[config.mk]
export PLATFORM = sky130hd
export DESIGN_NAME = nbpm_power_manager
export DESIGN_NICKNAME = d
export VERILOG_FILES = /design/src/shared/nbpm_pkg.sv /design/src/shared/nbpm_tmr_if.sv /design/src/rtl/nbpm_power_manager.sv /design/src/rtl/nbpm_idle_timer.sv
export SDC_FILE = /design/constraint.sdc
export NUM_CORES = 1
export LEC_CHECK = 0
export BUFFER_PORTS_ARGS = -buffer_cell sky130_fd_sc_hd__buf_2
export CAP_MARGIN = 40
export CORE_MARGIN = 4
export CORE_UTILIZATION = 55
export DETAILED_ROUTE_END_ITERATION = 6
export GPL_TIMING_DRIVEN = 0
export PLACE_DENSITY = 0.74
export REMOVE_ABC_BUFFERS = 1
export SLEW_MARGIN = 10
export SYNTH_ARGS = -nofsm -noshare
export SYNTH_HDL_FRONTEND = slang
export SYNTH_HIERARCHICAL = 1
export SYNTH_SLANG_ARGS = --single-unit
[constraint.sdc]
create_clock -name clk -period 10 [get_ports clk]
set_input_delay 1.5 -clock clk [delete_from_list [all_inputs] [get_ports clk]]
set_output_delay 1.5 -clock clk [all_outputs]
set_load 0.02 [all_outputs]
[src/shared/nbpm_pkg.sv]
// constants, tables and state types of the notebook power manager
package nbpm_pkg;

  // ----------------------------------------------------------------
  // clock and time base
  // ----------------------------------------------------------------
  localparam int CLK_HZ   = 200_000_000;
  localparam int TICK_MS  = 1000;
  localparam int TICK_CYC = CLK_HZ / 1000 * TICK_MS;
  localparam int SEQ_US   = 100;
  localparam int SEQ_CYC  = CLK_HZ / 1_000_000 * SEQ_US;
  localparam int TMR_W    = 11;

  // ----------------------------------------------------------------
  // fixed timeouts in seconds
  // ----------------------------------------------------------------
  localparam logic [TMR_W-1:0] PS_SECS      = 11'h01E;
  localparam logic [TMR_W-1:0] HDD2_SECS    = 11'h00A;
  localparam logic [TMR_W-1:0] FDD_INT_SECS = 11'h01E;

  // selectable timeouts in seconds, last entry allowed on ac power only
  localparam logic [TMR_W-1:0] VIDEO_SECS [18] = '{11'h01E, 11'h03C, 11'h05A, 11'h078,
    11'h096, 11'h0B4, 11'h0D2, 11'h0F0, 11'h10E, 11'h12C, 11'h168, 11'h1A4, 11'h1E0,
    11'h21C, 11'h258, 11'h384, 11'h4B0, 11'h708};
  localparam logic [TMR_W-1:0] HDD_SECS [14] = '{11'h00A, 11'h014, 11'h01E, 11'h028,
    11'h032, 11'h03C, 11'h046, 11'h050, 11'h05A, 11'h078, 11'h0B4, 11'h0F0, 11'h12C,
    11'h708};
  localparam logic [TMR_W-1:0] RMV_SECS [12] = '{11'h03C, 11'h078, 11'h0B4, 11'h0F0,
    11'h12C, 11'h168, 11'h1A4, 11'h1E0, 11'h21C, 11'h258, 11'h384, 11'h708};

  // ----------------------------------------------------------------
  // i/o ports that retrigger the drive timers
  // ----------------------------------------------------------------
  localparam logic [9:0] IO_BLK_MASK  = 10'h3F8;
  localparam logic [9:0] HDD_PRI_BASE = 10'h1F0;
  localparam logic [9:0] HDD_ALT_PORT = 10'h3F6;
  localparam logic [9:0] FDD_PORT_A   = 10'h3F2;
  localparam logic [9:0] FDD_PORT_B   = 10'h3F4;
  localparam logic [9:0] FDD_PORT_C   = 10'h3F5;
  localparam logic [9:0] FDD_PORT_D   = 10'h3F7;
  localparam logic [9:0] OPT_ALT_PORT = 10'h376;

  // ----------------------------------------------------------------
  // temperature thresholds in degrees c
  // ----------------------------------------------------------------
  localparam logic [7:0] CPU_THROTTLE_C = 8'h50;
  localparam logic [7:0] CPU_SHUTDOWN_C = 8'h5F;
  localparam logic [7:0] CPU_RESTORE_C  = 8'h4B;
  localparam logic [7:0] SYS_FULL_C     = 8'h38;
  localparam logic [7:0] SYS_TRICKLE_C  = 8'h3A;
  localparam logic [7:0] SYS_SHUTDOWN_C = 8'h55;

  // ----------------------------------------------------------------
  // reset values
  // ----------------------------------------------------------------
  localparam logic [7:0] SYNC_RST = 8'hC0;
  localparam logic [24:0] OUT_RST = 25'h000778A;

  typedef enum logic [2:0] {HDD_OFF, HDD_PWR, HDD_RST, HDD_ON, HDD_STBY} nbpm_hdd_t;
  typedef enum logic [2:0] {RMV_OFF, RMV_PWR, RMV_RST, RMV_ON, RMV_BUFOFF} nbpm_rmv_t;

  function automatic logic [TMR_W-1:0] video_secs(logic [4:0] sel, logic ac);
    if (sel >= 5'h11) return ac ? VIDEO_SECS[17] : VIDEO_SECS[16];
    return VIDEO_SECS[sel];
  endfunction

  function automatic logic [TMR_W-1:0] hdd_secs(logic [3:0] sel, logic ac);
    if (sel >= 4'hD) return ac ? HDD_SECS[13] : HDD_SECS[12];
    return HDD_SECS[sel];
  endfunction

  function automatic logic [TMR_W-1:0] rmv_secs(logic [3:0] sel, logic ac);
    if (sel >= 4'hB) return ac ? RMV_SECS[11] : RMV_SECS[10];
    return RMV_SECS[sel];
  endfunction

  function automatic logic is_hdd_port(logic [9:0] a);
    return ((a & IO_BLK_MASK) == HDD_PRI_BASE) || (a == HDD_ALT_PORT);
  endfunction

  function automatic logic is_rmv_port(logic [9:0] a);
    return (a == FDD_PORT_A) || (a == FDD_PORT_B) || (a == FDD_PORT_C) ||
           (a == FDD_PORT_D) || (a == OPT_ALT_PORT);
  endfunction

endpackage

[src/shared/nbpm_tmr_if.sv]
// control bundle between the power manager and one idle timer
`timescale 1ns/1ps
`default_nettype none
interface nbpm_tmr_if;
  logic                        retrig;
  logic                        run;
  logic [nbpm_pkg::TMR_W-1:0]  load;
  logic                        expired;
  modport timer (input retrig, input run, input load, output expired);
  modport ctrl  (output retrig, output run, output load, input expired);
endinterface
`default_nettype wire

[src/rtl/nbpm_power_manager.sv]
// notebook power manager: idle timers, drive sequencing, serial gating, thermal
//
// Summary of operation
// - several idle timers, each restarted by activity of its mapped devices
// - video timer 30s to 20min, 30min on ac; keyboard or mouse restarts
// - ports timer 30s; expiry idles pins, stops clock, drops decodes
// - disk first phase 10s to 5min, 30min on ac; spin down, interface off
// - disk second phase 10s; power off, ide clock off unless removable timer running; disk buffer already off since first phase
// - disk timer restarted by primary ide ports and alternate status
// - removable timer 30s internal floppy, else 1 to 15min, 30min on ac
// - floppy ports and secondary alternate status restart; expiry powers off, isolates drives
// - disk reset held at power-up, released before interface enable
// - optical buffer off before power removal, on after power and reset
// - optical reset asserted before power, released before buffer enable
// - shared removable power stays on while any removable drive active
// - floppy pll off only when floppy and both serial channels idle
// - serial down: decode, then tri-state and transceiver together, then clock; reverse to recover
// - infrared down: tri-state, then clock if others down; reverse to recover
// - ring indicate passes while powered down if ring resume enabled
// - parallel down is decode only; kept on for floppy via parallel
// - cpu alarm: throttle above 80c, shutdown above 95c, restore below 75c
// - full charge below 56c, trickle above 58c, shutdown above 85c
// - suspend to memory only after video, disk, removable and serial units reached low power; modem power is not checked
// - video suspend is a dedicated output; sleep is left to software
// - one modem power enable; after power-down only reinit recovers
// - disk power active high, disk reset active low
// - shared removable power driven high for on
// - removable buffer enable driven high for enabled
// - serial transceiver power-down driven high for power down
`timescale 1ns/1ps
`default_nettype none
module nbpm_power_manager #(
  parameter int TICK_CYC = nbpm_pkg::TICK_CYC,
  parameter int SEQ_CYC  = nbpm_pkg::SEQ_CYC
) (
  input  wire logic       clk,
  input  wire logic       rstn,
  input  wire logic       on_ac_power,
  input  wire logic [4:0] video_sel,
  input  wire logic [3:0] hdd_sel,
  input  wire logic [3:0] rmv_sel,
  input  wire logic       internal_floppy,
  input  wire logic       floppy_on_parallel,
  input  wire logic       kbd_activity,
  input  wire logic       mouse_activity,
  input  wire logic       par_activity,
  input  wire logic       first_serial_port_activity,
  input  wire logic       second_serial_port_activity,
  input  wire logic       fir_activity,
  input  wire logic       io_strobe,
  input  wire logic [9:0] io_addr,
  input  wire logic       ring_indicate_n,
  input  wire logic       resume_on_ring_en,
  input  wire logic       cpu_thermal_alarm_n,
  input  wire logic [7:0] cpu_temp,
  input  wire logic [7:0] system_thermal_sense,
  input  wire logic       modem_power_req,
  input  wire logic       modem_reinit,
  input  wire logic       suspend_req,
  output logic            video_power_down,
  output logic            hdd_power_on,
  output logic            hdd_reset_n,
  output logic            hdd_if_enable,
  output logic            hdd_spin_down,
  output logic            hdd_buffer_enable,
  output logic            ide_clock_enable,
  output logic            removable_drive_power_on,
  output logic            optical_reset_n,
  output logic            removable_buffer_enable,
  output logic            fdc_pll_enable,
  output logic            primary_uart_decode_en,
  output logic            primary_uart_out_en,
  output logic            serial_xcvr_power_down,
  output logic            ring_indicate_out_n,
  output logic            infrared_uart_out_en,
  output logic            clk14_enable,
  output logic            parallel_decode_en,
  output logic            port_pins_standby,
  output logic            cpu_throttle,
  output logic            system_shutdown,
  output logic            full_charge_en,
  output logic            trickle_charge_en,
  output logic            modem_power_enable_n,
  output logic            suspend_grant
);
  localparam int NT = 5;

  // ----------------------------------------------------------------
  // pin synchronisers
  // ----------------------------------------------------------------
  logic [7:0] pin_in;
  logic [7:0] s1;
  logic [7:0] s2;
  logic [7:0] s3;
  logic [7:0] filt;
  logic [7:0] next_filt;

  assign pin_in = {cpu_thermal_alarm_n, ring_indicate_n, fir_activity, second_serial_port_activity,
                   first_serial_port_activity, par_activity, mouse_activity, kbd_activity};

  // a change counts once the second and third stages agree
  always_comb begin
    next_filt = filt;
    for (int i = 0; i < 8; i++) begin
      if (s2[i] == s3[i]) next_filt[i] = s3[i];
    end
  end

  always_ff @(posedge clk or negedge rstn) begin
    if (!rstn) begin
      s1   <= nbpm_pkg::SYNC_RST;
      s2   <= nbpm_pkg::SYNC_RST;
      s3   <= nbpm_pkg::SYNC_RST;
      filt <= nbpm_pkg::SYNC_RST;
    end else begin
      s1   <= pin_in;
      s2   <= s1;
      s3   <= s2;
      filt <= next_filt;
    end
  end

  // ----------------------------------------------------------------
  // time base
  // ----------------------------------------------------------------
  logic [31:0] tick_cnt;
  logic [31:0] next_tick_cnt;
  logic        tick;

  always_comb begin
    tick          = (tick_cnt == 32'(TICK_CYC - 1));
    next_tick_cnt = tick ? 32'h0000_0000 : tick_cnt + 32'h0000_0001;
  end

  always_ff @(posedge clk or negedge rstn) begin
    if (!rstn) tick_cnt <= 32'h0000_0000;
    else       tick_cnt <= next_tick_cnt;
  end

  // ----------------------------------------------------------------
  // idle timers: 0 video, 1 ports, 2 disk phase 1, 3 disk phase 2, 4 removable
  // ----------------------------------------------------------------
  logic                       retrig [NT];
  logic                       run    [NT];
  logic [nbpm_pkg::TMR_W-1:0] load   [NT];
  logic                       expd   [NT];
  logic                       hdd_hit;
  logic                       rmv_hit;
  logic                       rmv_off;
  nbpm_pkg::nbpm_hdd_t        hdd_st, next_hdd_st;
  nbpm_pkg::nbpm_rmv_t        rmv_st, next_rmv_st;
  logic [15:0]                hdd_cnt, next_hdd_cnt;
  logic [15:0]                rmv_cnt, next_rmv_cnt;
  logic [1:0]                 step, next_step;
  logic                       thr, next_thr;
  logic                       full, next_full;
  logic                       lock, next_lock;
  logic [24:0]                outs, next_outs;

  nbpm_tmr_if tif [NT] ();

  for (genvar g = 0; g < NT; g++) begin : g_tmr
    nbpm_idle_timer timer_i (
      .clk  (clk),
      .rstn (rstn),
      .tick (tick),
      .t    (tif[g])
    );
    assign tif[g].retrig = retrig[g];
    assign tif[g].run    = run[g];
    assign tif[g].load   = load[g];
    assign expd[g]       = tif[g].expired;
  end

  always_comb begin
    hdd_hit   = io_strobe && nbpm_pkg::is_hdd_port(io_addr);
    rmv_hit   = io_strobe && nbpm_pkg::is_rmv_port(io_addr);
    retrig[0] = filt[0] || filt[1];
    run[0]    = 1'b1;
    load[0]   = nbpm_pkg::video_secs(video_sel, on_ac_power);
    retrig[1] = |filt[5:2];
    run[1]    = 1'b1;
    load[1]   = nbpm_pkg::PS_SECS;
    retrig[2] = hdd_hit;
    run[2]    = (hdd_st == nbpm_pkg::HDD_ON);
    load[2]   = nbpm_pkg::hdd_secs(hdd_sel, on_ac_power);
    retrig[3] = hdd_hit;
    run[3]    = (hdd_st == nbpm_pkg::HDD_STBY);
    load[3]   = nbpm_pkg::HDD2_SECS;
    retrig[4] = rmv_hit;
    run[4]    = (rmv_st == nbpm_pkg::RMV_ON);
    load[4]   = internal_floppy ? nbpm_pkg::FDD_INT_SECS :
                nbpm_pkg::rmv_secs(rmv_sel, on_ac_power);
  end

  // disk reset held while power comes up
  always_comb begin
    next_hdd_st  = hdd_st;
    next_hdd_cnt = 16'h0000;
    case (hdd_st)
      nbpm_pkg::HDD_OFF: if (hdd_hit) next_hdd_st = nbpm_pkg::HDD_PWR;
      nbpm_pkg::HDD_PWR, nbpm_pkg::HDD_RST: begin
        next_hdd_cnt = hdd_cnt + 16'h0001;
        if (hdd_cnt == 16'(SEQ_CYC - 1)) begin
          next_hdd_cnt = 16'h0000;
          if (hdd_st == nbpm_pkg::HDD_PWR) next_hdd_st = nbpm_pkg::HDD_RST;
          else next_hdd_st = nbpm_pkg::HDD_ON;
        end
      end
      nbpm_pkg::HDD_ON: if (expd[2] && !hdd_hit) next_hdd_st = nbpm_pkg::HDD_STBY;
      nbpm_pkg::HDD_STBY: begin
        if (hdd_hit) next_hdd_st = nbpm_pkg::HDD_ON;
        else if (expd[3]) next_hdd_st = nbpm_pkg::HDD_OFF;
      end
      default: next_hdd_st = nbpm_pkg::HDD_OFF;
    endcase
  end

  // reset before power, buffer last on and first off
  always_comb begin
    next_rmv_st  = rmv_st;
    next_rmv_cnt = 16'h0000;
    case (rmv_st)
      nbpm_pkg::RMV_OFF: if (rmv_hit) next_rmv_st = nbpm_pkg::RMV_PWR;
      nbpm_pkg::RMV_PWR, nbpm_pkg::RMV_RST: begin
        next_rmv_cnt = rmv_cnt + 16'h0001;
        if (rmv_cnt == 16'(SEQ_CYC - 1)) begin
          next_rmv_cnt = 16'h0000;
          if (rmv_st == nbpm_pkg::RMV_PWR) next_rmv_st = nbpm_pkg::RMV_RST;
          else next_rmv_st = nbpm_pkg::RMV_ON;
        end
      end
      nbpm_pkg::RMV_ON: if (expd[4] && !rmv_hit) next_rmv_st = nbpm_pkg::RMV_BUFOFF;
      nbpm_pkg::RMV_BUFOFF: next_rmv_st = nbpm_pkg::RMV_OFF;
      default: next_rmv_st = nbpm_pkg::RMV_OFF;
    endcase
  end

  always_comb begin
    next_step = step;
    next_thr  = thr;
    next_full = full;
    // one step a cycle, reverse on wake
    if (expd[1] && (step != 2'h3)) next_step = step + 2'h1;
    if (!expd[1] && (step != 2'h0)) next_step = step - 2'h1;
    if (!filt[7] && (cpu_temp > nbpm_pkg::CPU_THROTTLE_C)) next_thr = 1'b1;
    else if (cpu_temp < nbpm_pkg::CPU_RESTORE_C) next_thr = 1'b0;
    if (system_thermal_sense < nbpm_pkg::SYS_FULL_C) next_full = 1'b1;
    else if (system_thermal_sense > nbpm_pkg::SYS_TRICKLE_C) next_full = 1'b0;
    // a modem once down waits for reinit
    next_lock = !modem_reinit &&
                (lock || (!modem_power_enable_n && !modem_power_req));
    rmv_off   = (next_rmv_st == nbpm_pkg::RMV_OFF);
  end

  always_comb begin
    next_outs     = nbpm_pkg::OUT_RST;
    next_outs[24] = expd[0];
    // disk power high, reset low, spin and buffer
    next_outs[23] = (next_hdd_st != nbpm_pkg::HDD_OFF);
    next_outs[22] = (next_hdd_st != nbpm_pkg::HDD_OFF) &&
                    (next_hdd_st != nbpm_pkg::HDD_PWR);
    next_outs[21] = (next_hdd_st == nbpm_pkg::HDD_ON);
    next_outs[20] = (next_hdd_st == nbpm_pkg::HDD_STBY);
    next_outs[19] = (next_hdd_st == nbpm_pkg::HDD_ON);
    next_outs[18] = next_outs[21] || next_outs[20] ||
                    (next_rmv_st == nbpm_pkg::RMV_ON);
    // shared power and buffer high for on
    next_outs[17] = !rmv_off;
    next_outs[16] = !rmv_off && (next_rmv_st != nbpm_pkg::RMV_PWR);
    next_outs[15] = (next_rmv_st == nbpm_pkg::RMV_ON);
    // pll off when floppy and serial idle
    next_outs[14] = !(rmv_off && (next_step == 2'h3));
    // serial steps, ring passes if enabled
    next_outs[13] = (next_step == 2'h0);
    next_outs[12] = (next_step <= 2'h1);
    next_outs[11] = (next_step >= 2'h2);
    next_outs[10] = filt[6] || (next_outs[11] && !resume_on_ring_en);
    next_outs[9]  = next_outs[12];
    next_outs[8]  = next_outs[14];
    next_outs[7]  = !expd[1] || floppy_on_parallel;
    next_outs[6]  = expd[1];
    next_outs[5]  = next_thr;
    next_outs[4]  = (!filt[7] && (cpu_temp > nbpm_pkg::CPU_SHUTDOWN_C)) ||
                    (system_thermal_sense > nbpm_pkg::SYS_SHUTDOWN_C);
    next_outs[3]  = next_full;
    next_outs[2]  = !next_full;
    next_outs[1]  = !modem_power_req || next_lock;
    // suspend once video, disk, removable and serial units are down; modem power is not checked
    next_outs[0]  = suspend_req && !next_outs[23] && rmv_off &&
                    (next_step == 2'h3) && expd[0];
  end

  always_ff @(posedge clk or negedge rstn) begin
    if (!rstn) begin
      hdd_st             <= nbpm_pkg::HDD_OFF;
      rmv_st             <= nbpm_pkg::RMV_OFF;
      {hdd_cnt, rmv_cnt} <= 32'h0000_0000;
      step               <= 2'h0;
      {thr, full, lock}  <= 3'h2;
      outs               <= nbpm_pkg::OUT_RST;
    end else begin
      hdd_st             <= next_hdd_st;
      rmv_st             <= next_rmv_st;
      {hdd_cnt, rmv_cnt} <= {next_hdd_cnt, next_rmv_cnt};
      step               <= next_step;
      {thr, full, lock}  <= {next_thr, next_full, next_lock};
      outs               <= next_outs;
    end
  end

  assign {video_power_down, hdd_power_on, hdd_reset_n, hdd_if_enable, hdd_spin_down,
          hdd_buffer_enable, ide_clock_enable, removable_drive_power_on, optical_reset_n,
          removable_buffer_enable, fdc_pll_enable, primary_uart_decode_en,
          primary_uart_out_en, serial_xcvr_power_down, ring_indicate_out_n,
          infrared_uart_out_en, clk14_enable, parallel_decode_en, port_pins_standby,
          cpu_throttle, system_shutdown, full_charge_en, trickle_charge_en,
          modem_power_enable_n, suspend_grant} = outs;
endmodule
`default_nettype wire

[src/rtl/nbpm_idle_timer.sv]
// retriggerable idle timer counting whole time-base ticks
`timescale 1ns/1ps
`default_nettype none
module nbpm_idle_timer (
  input  wire logic         clk,
  input  wire logic         rstn,
  input  wire logic         tick,
  nbpm_tmr_if.timer         t
);
  logic [nbpm_pkg::TMR_W-1:0] count;
  logic [nbpm_pkg::TMR_W-1:0] next_count;
  logic                       expired;
  logic                       next_expired;

  always_comb begin
    next_count   = count;
    next_expired = 1'b0;
    if (t.retrig || !t.run) begin
      next_count = t.load;
    end else if (tick && (count != '0)) begin
      next_count = count - 1'b1;
    end
    if (t.run && !t.retrig && (next_count == '0)) begin
      next_expired = 1'b1;
    end
  end

  always_ff @(posedge clk or negedge rstn) begin
    if (!rstn) begin
      count   <= '0;
      expired <= 1'b0;
    end else begin
      count   <= next_count;
      expired <= next_expired;
    end
  end

  assign t.expired = expired;
endmodule
`default_nettype wire

Yosys cells after proc, flatten, opt, wreduce, memory -nomap -nowiden
Memories as Yosys holds them, arrays and structs flattened.
Cells that the tools add are included.
{"block": "word_totals", "reg_bits": 192, "rom_bits": 704, "output_inout_bits": 25, "wordCells": 233, "n_memories": 3}
{"block": "classes", "add_sub_neg": 10, "magnitude_cmp": 14, "n_eq_ne": 32, "mux": 57, "n_bitwise": 3, "n_reduce_logical": 83}
{"memory": "(no name shown)", "depth": 32, "word_bits": 11, "rd": 1, "rd_ports_with_merged_regs": 0, "wr": 0, "line_no": "nbpm_pkg.sv:64", "source": "return VIDEO_SECS[sel];"}
{"memory": "(no name shown)", "depth": 16, "word_bits": 11, "rd": 1, "rd_ports_with_merged_regs": 0, "wr": 0, "line_no": "nbpm_pkg.sv:74", "source": "return RMV_SECS[sel];"}
{"memory": "(no name shown)", "depth": 16, "word_bits": 11, "rd": 1, "rd_ports_with_merged_regs": 0, "wr": 0, "line_no": "nbpm_pkg.sv:69", "source": "return HDD_SECS[sel];"}
{"cell": "11-bit 2-to-1 mux", "count": 25}
{"cell": "16-bit 2-to-1 mux", "count": 4}
{"cell": "10-bit equality test (second input constant)", "count": 6}
{"cell": "11-bit zero test", "count": 5}
{"cell": "11-bit nonzero test", "count": 5}
{"cell": "11-bit by 1-bit subtractor with 11-bit output (second input constant)", "count": 5}
{"cell": "16-bit by 1-bit adder with 16-bit output (second input constant)", "count": 2}
{"cell": "32-bit by 1-bit adder with 32-bit output (second input constant)", "count": 1}
{"cell": "16-bit by 15-bit equality test with 1-bit output (second input constant)", "count": 2}
{"cell": "32-bit by 28-bit equality test with 1-bit output (second input constant)", "count": 1}
{"cell": "32-bit 2-to-1 mux", "count": 1}
{"cell": "1-bit logical AND", "count": 31}
{"cell": "8-bit by 7-bit > comparator with 1-bit output (second input constant)", "count": 3}
{"cell": "3-bit 2-to-1 mux", "count": 8}
{"cell": "3-bit by 2-bit equality test with 1-bit output (second input constant)", "count": 6}
{"cell": "1-bit zero test", "count": 17}
{"cell": "1-bit logical OR", "count": 16}
{"cell": "5-bit greater-or-equal comparator (second input constant)", "count": 3}
{"cell": "1-bit 2-to-1 mux", "count": 14}
{"cell": "3-bit one-hot mux with 4 select lines", "count": 1}
{"cell": "10-bit 2-to-1 mux", "count": 1}
{"cell": "4-bit inverter with 5-bit output", "count": 2}
{"cell": "3-bit zero test", "count": 3}
{"cell": "3-bit one-hot mux with 3 select lines", "count": 1}
{"cell": "23 further kinds", "count": 36}

Depth between registers and ports, before layout
{"block": "logic_depth", "depth_word": 14, "ltp_mapped": 11}

Modules after synthesis
The synthesis kept the hierarchy.
{"mod": "nbpm_power_manager", "n_inst": 1, "cells_per_inst": 606, "area_per_inst_um2": 6115.9, "seq_area_each_um2": 3196.8}
{"mod": "nbpm_idle_timer", "n_inst": 5, "cells_per_inst": 93, "area_per_inst_um2": 793.3, "seq_area_each_um2": 300.3}

Worst setup path after synthesis
OpenSTA, ideal clock, no wires.
{"block": "synth_path", "path_kind": "flip-flop to flip-flop", "from": "reg tick_cnt[0]", "to": "reg g_tmr[0].timer_i.expired", "arrival_ps": 3215, "setup_slack_ps": 6662, "path_stages_with_launch": 12, "cell_sequence": "dfrtp_1 > ha_1 > nand3_1 > or3_1 > nor4_4 > buf_4 > or4b_1 > buf_2 > nor4_1 > mux2_1 > o2111ai_1 > nor4_2"}
{"block": "synth_via", "elab_chain_len": 7}
{"item": "from (decl)", "line_no": "nbpm_power_manager.sv:126", "source": "logic [31:0] tick_cnt;"}
{"item": "from (signal assigned)", "line_no": "nbpm_power_manager.sv:137", "source": "else tick_cnt <= next_tick_cnt;"}
{"item": "32-bit by 28-bit equality test with 1-bit output", "line_no": "nbpm_power_manager.sv:131", "source": "tick = (tick_cnt == 32'(TICK_CYC - 1));"}
{"item": "named net tick", "line_no": "nbpm_power_manager.sv:128", "source": "logic tick;"}
{"item": "1-bit logical AND", "line_no": "nbpm_idle_timer.sv:20", "source": "end else if (tick && (count != '0)) begin"}
{"item": "11-bit 2-to-1 mux", "line_no": "nbpm_idle_timer.sv:20"}
{"item": "11-bit 2-to-1 mux", "line_no": "nbpm_idle_timer.sv:18", "source": "if (t.retrig || !t.run) begin"}
{"item": "11-bit zero test", "line_no": "nbpm_idle_timer.sv:23", "source": "if (t.run && !t.retrig && (next_count == '0)) begin"}
{"item": "1-bit logical AND", "line_no": "nbpm_idle_timer.sv:23"}
{"item": "1-bit 2-to-1 mux", "line_no": "nbpm_idle_timer.sv:23"}
{"item": "named net g_tmr[0].timer_i.next_expired", "line_no": "nbpm_idle_timer.sv:13", "source": "logic next_expired;"}
{"item": "to (signal assigned)", "line_no": "nbpm_idle_timer.sv:34", "source": "expired <= next_expired;"}
{"item": "to (decl)", "line_no": "nbpm_idle_timer.sv:12", "source": "logic expired;"}
The timed path passes the listed nets, and every way through them passes these cells.
A chain may end at the register's enable or synchronous reset.

Final worst setup path
{"block": "layout_path", "from": "reg tick_cnt[0]", "to": "reg g_tmr[0].timer_i.expired"}
{"block": "layout_via", "elab_chain_len": 7}
{"item": "32-bit by 28-bit equality test with 1-bit output", "line_no": "nbpm_power_manager.sv:131"}
{"item": "1-bit logical AND", "line_no": "nbpm_idle_timer.sv:20"}
{"item": "11-bit 2-to-1 mux", "line_no": "nbpm_idle_timer.sv:20"}
{"item": "11-bit 2-to-1 mux", "line_no": "nbpm_idle_timer.sv:18"}
{"item": "11-bit zero test", "line_no": "nbpm_idle_timer.sv:23"}
{"item": "1-bit logical AND", "line_no": "nbpm_idle_timer.sv:23"}
{"item": "1-bit 2-to-1 mux", "line_no": "nbpm_idle_timer.sv:23"}
{"item": "named net g_tmr[0].timer_i.next_expired", "line_no": "nbpm_idle_timer.sv:13"}
The timed path passes the listed nets, and every way through them passes these cells.

==> run_summary.xml <==
<?xml version="1.0" encoding="UTF-8"?>
<metrics>
  <group name="cts">
    <metric name="tritoncts_num_sinks" unit="">187</metric>
    <metric name="worst_skew_pair.late_latency" unit="ns">0.43</metric>
    <metric name="htree_levels" unit="">4</metric>
    <metric name="cts-hold-fix-buffers" unit="">0</metric>
    <metric name="cts_root_cell" unit="">clkbuf_16</metric>
    <metric name="tritoncts" unit="">done</metric>
    <metric name="ctsResizeCount" unit="">0</metric>
    <metric name="postCtsSetupRepairBufs" unit="">0</metric>
    <metric name="cts-buffers-inserted" unit="">17</metric>
    <metric name="worst_setup_hold_path_clk_slew" unit="ns">0.07</metric>
    <metric name="cts_max_path_buffers" unit="">2</metric>
  </group>
  <group name="route">
    <metric name="drtPass1Iterations" unit="">5</metric>
    <metric name="via_count" unit="">8018</metric>
    <metric name="drt_first_iter_violations" unit="">430</metric>
    <metric name="ant_nets" unit="">0</metric>
    <metric name="routed_via_density" unit="">5.71</metric>
    <metric name="met1_wirelength" unit="mm">9.42</metric>
    <metric name="top_signal_layer_used" unit="">met4</metric>
    <metric name="avgRoutedWirePerCell" unit="um">14.1</metric>
    <metric name="wl_met2" unit="mm">9.29</metric>
    <metric name="wl" unit="mm">19.8</metric>
    <metric name="met3_wire_length" unit="um">938</metric>
    <metric name="route.detailed.drc" unit="">0</metric>
  </group>
  <group name="worst_hold_path">
    <metric name="min-delay-path-class" unit="">reg -&gt; reg</metric>
    <metric name="hold_depth" unit="">0</metric>
    <metric name="timing.hold.worst_endpoint" unit="">s2[2]</metric>
    <metric name="min-delay-start" unit="">s1[2]</metric>
  </group>
  <group name="critical_path">
    <metric name="type_of_the_worst_setup_path" unit="">reg -&gt; reg</metric>
    <metric name="worst_ep_required_time" unit="ns">10.31</metric>
    <metric name="timing.critical_path.from_type" unit="">flop</metric>
    <metric name="reg2reg_to" unit="">g_tmr[0].timer_i/t.expired</metric>
    <metric name="critPathMaxFanout" unit="">19</metric>
    <metric name="crit_buf_inv" unit="">1</metric>
    <metric name="worst_setup_path_startpoint" unit="">tick_cnt[0]</metric>
    <metric name="worst_setup_path_end_kind" unit="">flop</metric>
    <metric name="timing.critical_path.cells" unit="">ha_1 &gt; nand3_1 &gt; or3_1 &gt; nor4_4 &gt; buf_8 &gt; or4b_1 &gt; nor4_1 &gt; mux2_1 &gt; o2111ai_1 &gt; nor4_2</metric>
    <metric name="crit-reg2reg-launch" unit="">tick_cnt[0]</metric>
    <metric name="critical_path.max_stage_delay" unit="ns">0.72</metric>
    <metric name="timing.critical_path.slowest_stage_cell" unit="">nor4_4</metric>
    <metric name="critical_path.top_delay_family" unit="">simple AND/OR/NAND/NOR gates</metric>
    <metric name="cp_data_arrival_time" unit="ns">4.17</metric>
    <metric name="rr_worst_depth" unit="">10</metric>
    <metric name="r2r_setup_slk" unit="ns">6.15</metric>
  </group>
  <group name="global_routing">
    <metric name="vias_in_the_first_global_route" unit="">7472</metric>
    <metric name="grt_pass1_wl" unit="mm">33.7</metric>
    <metric name="grt_antenna_before_repair" unit="">0</metric>
    <metric name="pin_count_of_the_biggest_net_entering_global_routing" unit="">100</metric>
    <metric name="global_route.usage.total" unit="%">19.6</metric>
    <metric name="overflow" unit="">0</metric>
  </group>
  <group name="placed_design">
    <metric name="gp_routability_congestion" unit="">0.881</metric>
    <metric name="dp_hpwl" unit="mm">13.9</metric>
    <metric name="port_buffers" unit="">81</metric>
    <metric name="post-place-cells" unit="">1373</metric>
  </group>
  <group name="sta">
    <metric name="setup_total_negative_slack" unit="ns">0</metric>
    <metric name="final.period_utilization" unit="%">38.5</metric>
    <metric name="worst-slew-pin-transition" unit="ns">0.798</metric>
    <metric name="final-hold-violation-count" unit="">0</metric>
    <metric name="setup_viol_count_final" unit="">0</metric>
    <metric name="finalMaxSlewViolations" unit="">0</metric>
    <metric name="skew" unit="ns">0.0133</metric>
    <metric name="rsz0062_at_grt" unit="">false</metric>
    <metric name="relSlewSlack" unit="%">45.4</metric>
    <metric name="timing.final.crit_period" unit="ns">3.85</metric>
    <metric name="fmax" unit="MHz">259</metric>
  </group>
  <group name="synthesis">
    <metric name="synth_largest_type_area_fraction" unit="%">42.7</metric>
    <metric name="seq_area_frac_synth" unit="%">46.6</metric>
    <metric name="async_reset_ff_share" unit="%">100</metric>
    <metric name="synth_cell_types" unit="">65</metric>
    <metric name="synth_cells" unit="">1071</metric>
    <metric name="syn-mean-instance-area" unit="um^2">9.41</metric>
    <metric name="synth-warning-count" unit="">6</metric>
    <metric name="synthDominantAreaCellType" unit="">dfrtp_1</metric>
    <metric name="count_of_flip_flops_with_a_built_in_enable_after_synthesis" unit="">0</metric>
    <metric name="postSynth.topFlopCell" unit="">dfrtp_1</metric>
    <metric name="post-synth-top-count-cell" unit="">dfrtp_1</metric>
    <metric name="netlist_top_cells_area" unit="">dfrtp_1, nor2_1, dfstp_2, nand2_1, a21oi_1</metric>
    <metric name="synth.cells.most_frequent" unit="">dfrtp_1, nor2_1, nand2_1</metric>
    <metric name="synth.ff_latch_count" unit="">187</metric>
    <metric name="syn_area" unit="mm^2">0.0101</metric>
  </group>
  <group name="finish">
    <metric name="n_antenna_cell" unit="">0</metric>
    <metric name="final_cells" unit="">1405</metric>
    <metric name="flow.area_growth_from_synthesis" unit="%">12.8</metric>
    <metric name="register_area" unit="mm^2">0.00470</metric>
    <metric name="final_net_count" unit="">1241</metric>
    <metric name="multi_input_gate_area" unit="mm^2">0.00509</metric>
    <metric name="layout-drive-gt1-share" unit="%">13.6</metric>
    <metric name="filler_cell_count" unit="">1517</metric>
  </group>
  <group name="die">
    <metric name="die-area" unit="mm^2">0.0206</metric>
    <metric name="placeableCoreArea" unit="mm^2">0.0180</metric>
    <metric name="boundaryPins" unit="">82</metric>
    <metric name="chipWidth" unit="um">143</metric>
    <metric name="start_util" unit="%">55.9</metric>
    <metric name="die_h" unit="um">143</metric>
    <metric name="placement_rows" unit="">49</metric>
  </group>
  <group name="flow_run">
    <metric name="max-cap-violations" unit="">0</metric>
  </group>
  <group name="outcome">
    <metric name="outcome" unit="">finished, final reports clean</metric>
  </group>
  <group name="pwr">
    <metric name="cellLeakagePower" unit="nW">4.91</metric>
    <metric name="p_per_area" unit="mW/mm^2">155</metric>
    <metric name="vdd.ir_drop.worst" unit="mV">0.187</metric>
  </group>
</metrics>
==> worst max-delay path by stage <==
stage | endpoint | cells past startpoint | slack, ns
after floorplan | g_tmr[0].timer_i/t.expired | 9 | 6.33
after global placement | s2[1] | 1 | 4.44
after detailed placement | g_tmr[0].timer_i/t.expired | 10 | 6.11
after CTS | g_tmr[0].timer_i/t.expired | 10 | 6.06
after global routing | g_tmr[0].timer_i/t.expired | 10 | 5.86
final | g_tmr[0].timer_i/t.expired | 10 | 6.15
==> layout make-up <==
class / count / area share, %
Clock buffer: 18 / 3.86
Clock inverter: 14 / 1.42
Inverter: 59 / 1.95
Multi-Input combinational cell: 812 / 44.7
Sequential cell: 187 / 41.3
Tap cell: 229 / 2.52
Timing Repair Buffer: 86 / 4.19
==> cells in the final DEF (no fill, tap or decap), types with 16 or more instances in the layout <==
master / synthesis / routed
a21oi_1: 67 / 67
and3_1: 16 / 16
buf_2: 8 / 80
clkbuf_16: 0 / 17
conb_1: 2 / 33
dfrtp_1: 172 / 172
ha_1: 21 / 21
inv_1: 59 / 59
nand2_1: 96 / 96
nand3_1: 34 / 34
nand4_1: 25 / 25
nor2_1: 110 / 110
nor3_1: 36 / 36
o21ai_0: 30 / 30
or3_1: 18 / 18
or4_1: 21 / 21
xnor2_1: 32 / 32
xor2_1: 21 / 21
==> metal layers <==
| metal | up-vias | GRT usage [%] |
|---|---|---|
| li1 | 4009 | - |
| met1 | 3816 | 27.1 |
| met2 | 176 | 31.9 |
| met3 | 17 | 4.36 |
| met4 | 0 | 4.81 |
| met5 | - | 0 |
==> logic make-up after synthesis <==
kind of cell	share of synthesized area [%]
buffers and inverters	4.08
AND/OR/NAND/NOR	24.8
AO/OA/AOI/OAI	14.6
XOR/XNOR	4.60
adder cells (fa/ha/maj)	3.40
other	0.0745
flip-flops	46.6
multiplexers	1.89
==> state kept, by name, summed over array words and instances, names as in the netlist, 16 cells and up <==
name / flops
tick_cnt: 32
g_tmr.timer_i/count: 55
outs: 22
hdd_cnt: 16
rmv_cnt: 16
==> power by group <==
part / switching (mW) / internal [mW]
sequential: 0.0358 / 0.806
combinational: 0.146 / 0.0938
clock: 0.299 / 0.381
total: 0.481 / 1.28
==> through the flow <==
| stage | setup slack [ns] | total power, mW | area, um^2 | utilization (%) | hold slack (ns) |
|---|---|---|---|---|---|
| 2_1_floorplan | 6.33 | 1.01 | 10000 | - | 0.331 |
| 3_3_place_gp | 4.44 | 1.08 | 10700 | 59.4 | 0.336 |
| 3_5_place_dp | 6.11 | 1.09 | 10800 | 59.8 | 0.337 |
| 4_1_cts | 6.06 | 1.78 | 11400 | 63.1 | 0.354 |
| 5_1_grt | 5.86 | 1.85 | 11400 | 63.1 | 0.359 |
| 6_report | 6.15 | 1.76 | 11400 | 63.1 | 0.353 |
No activity file was read; power rests on OpenSTA's default activity.
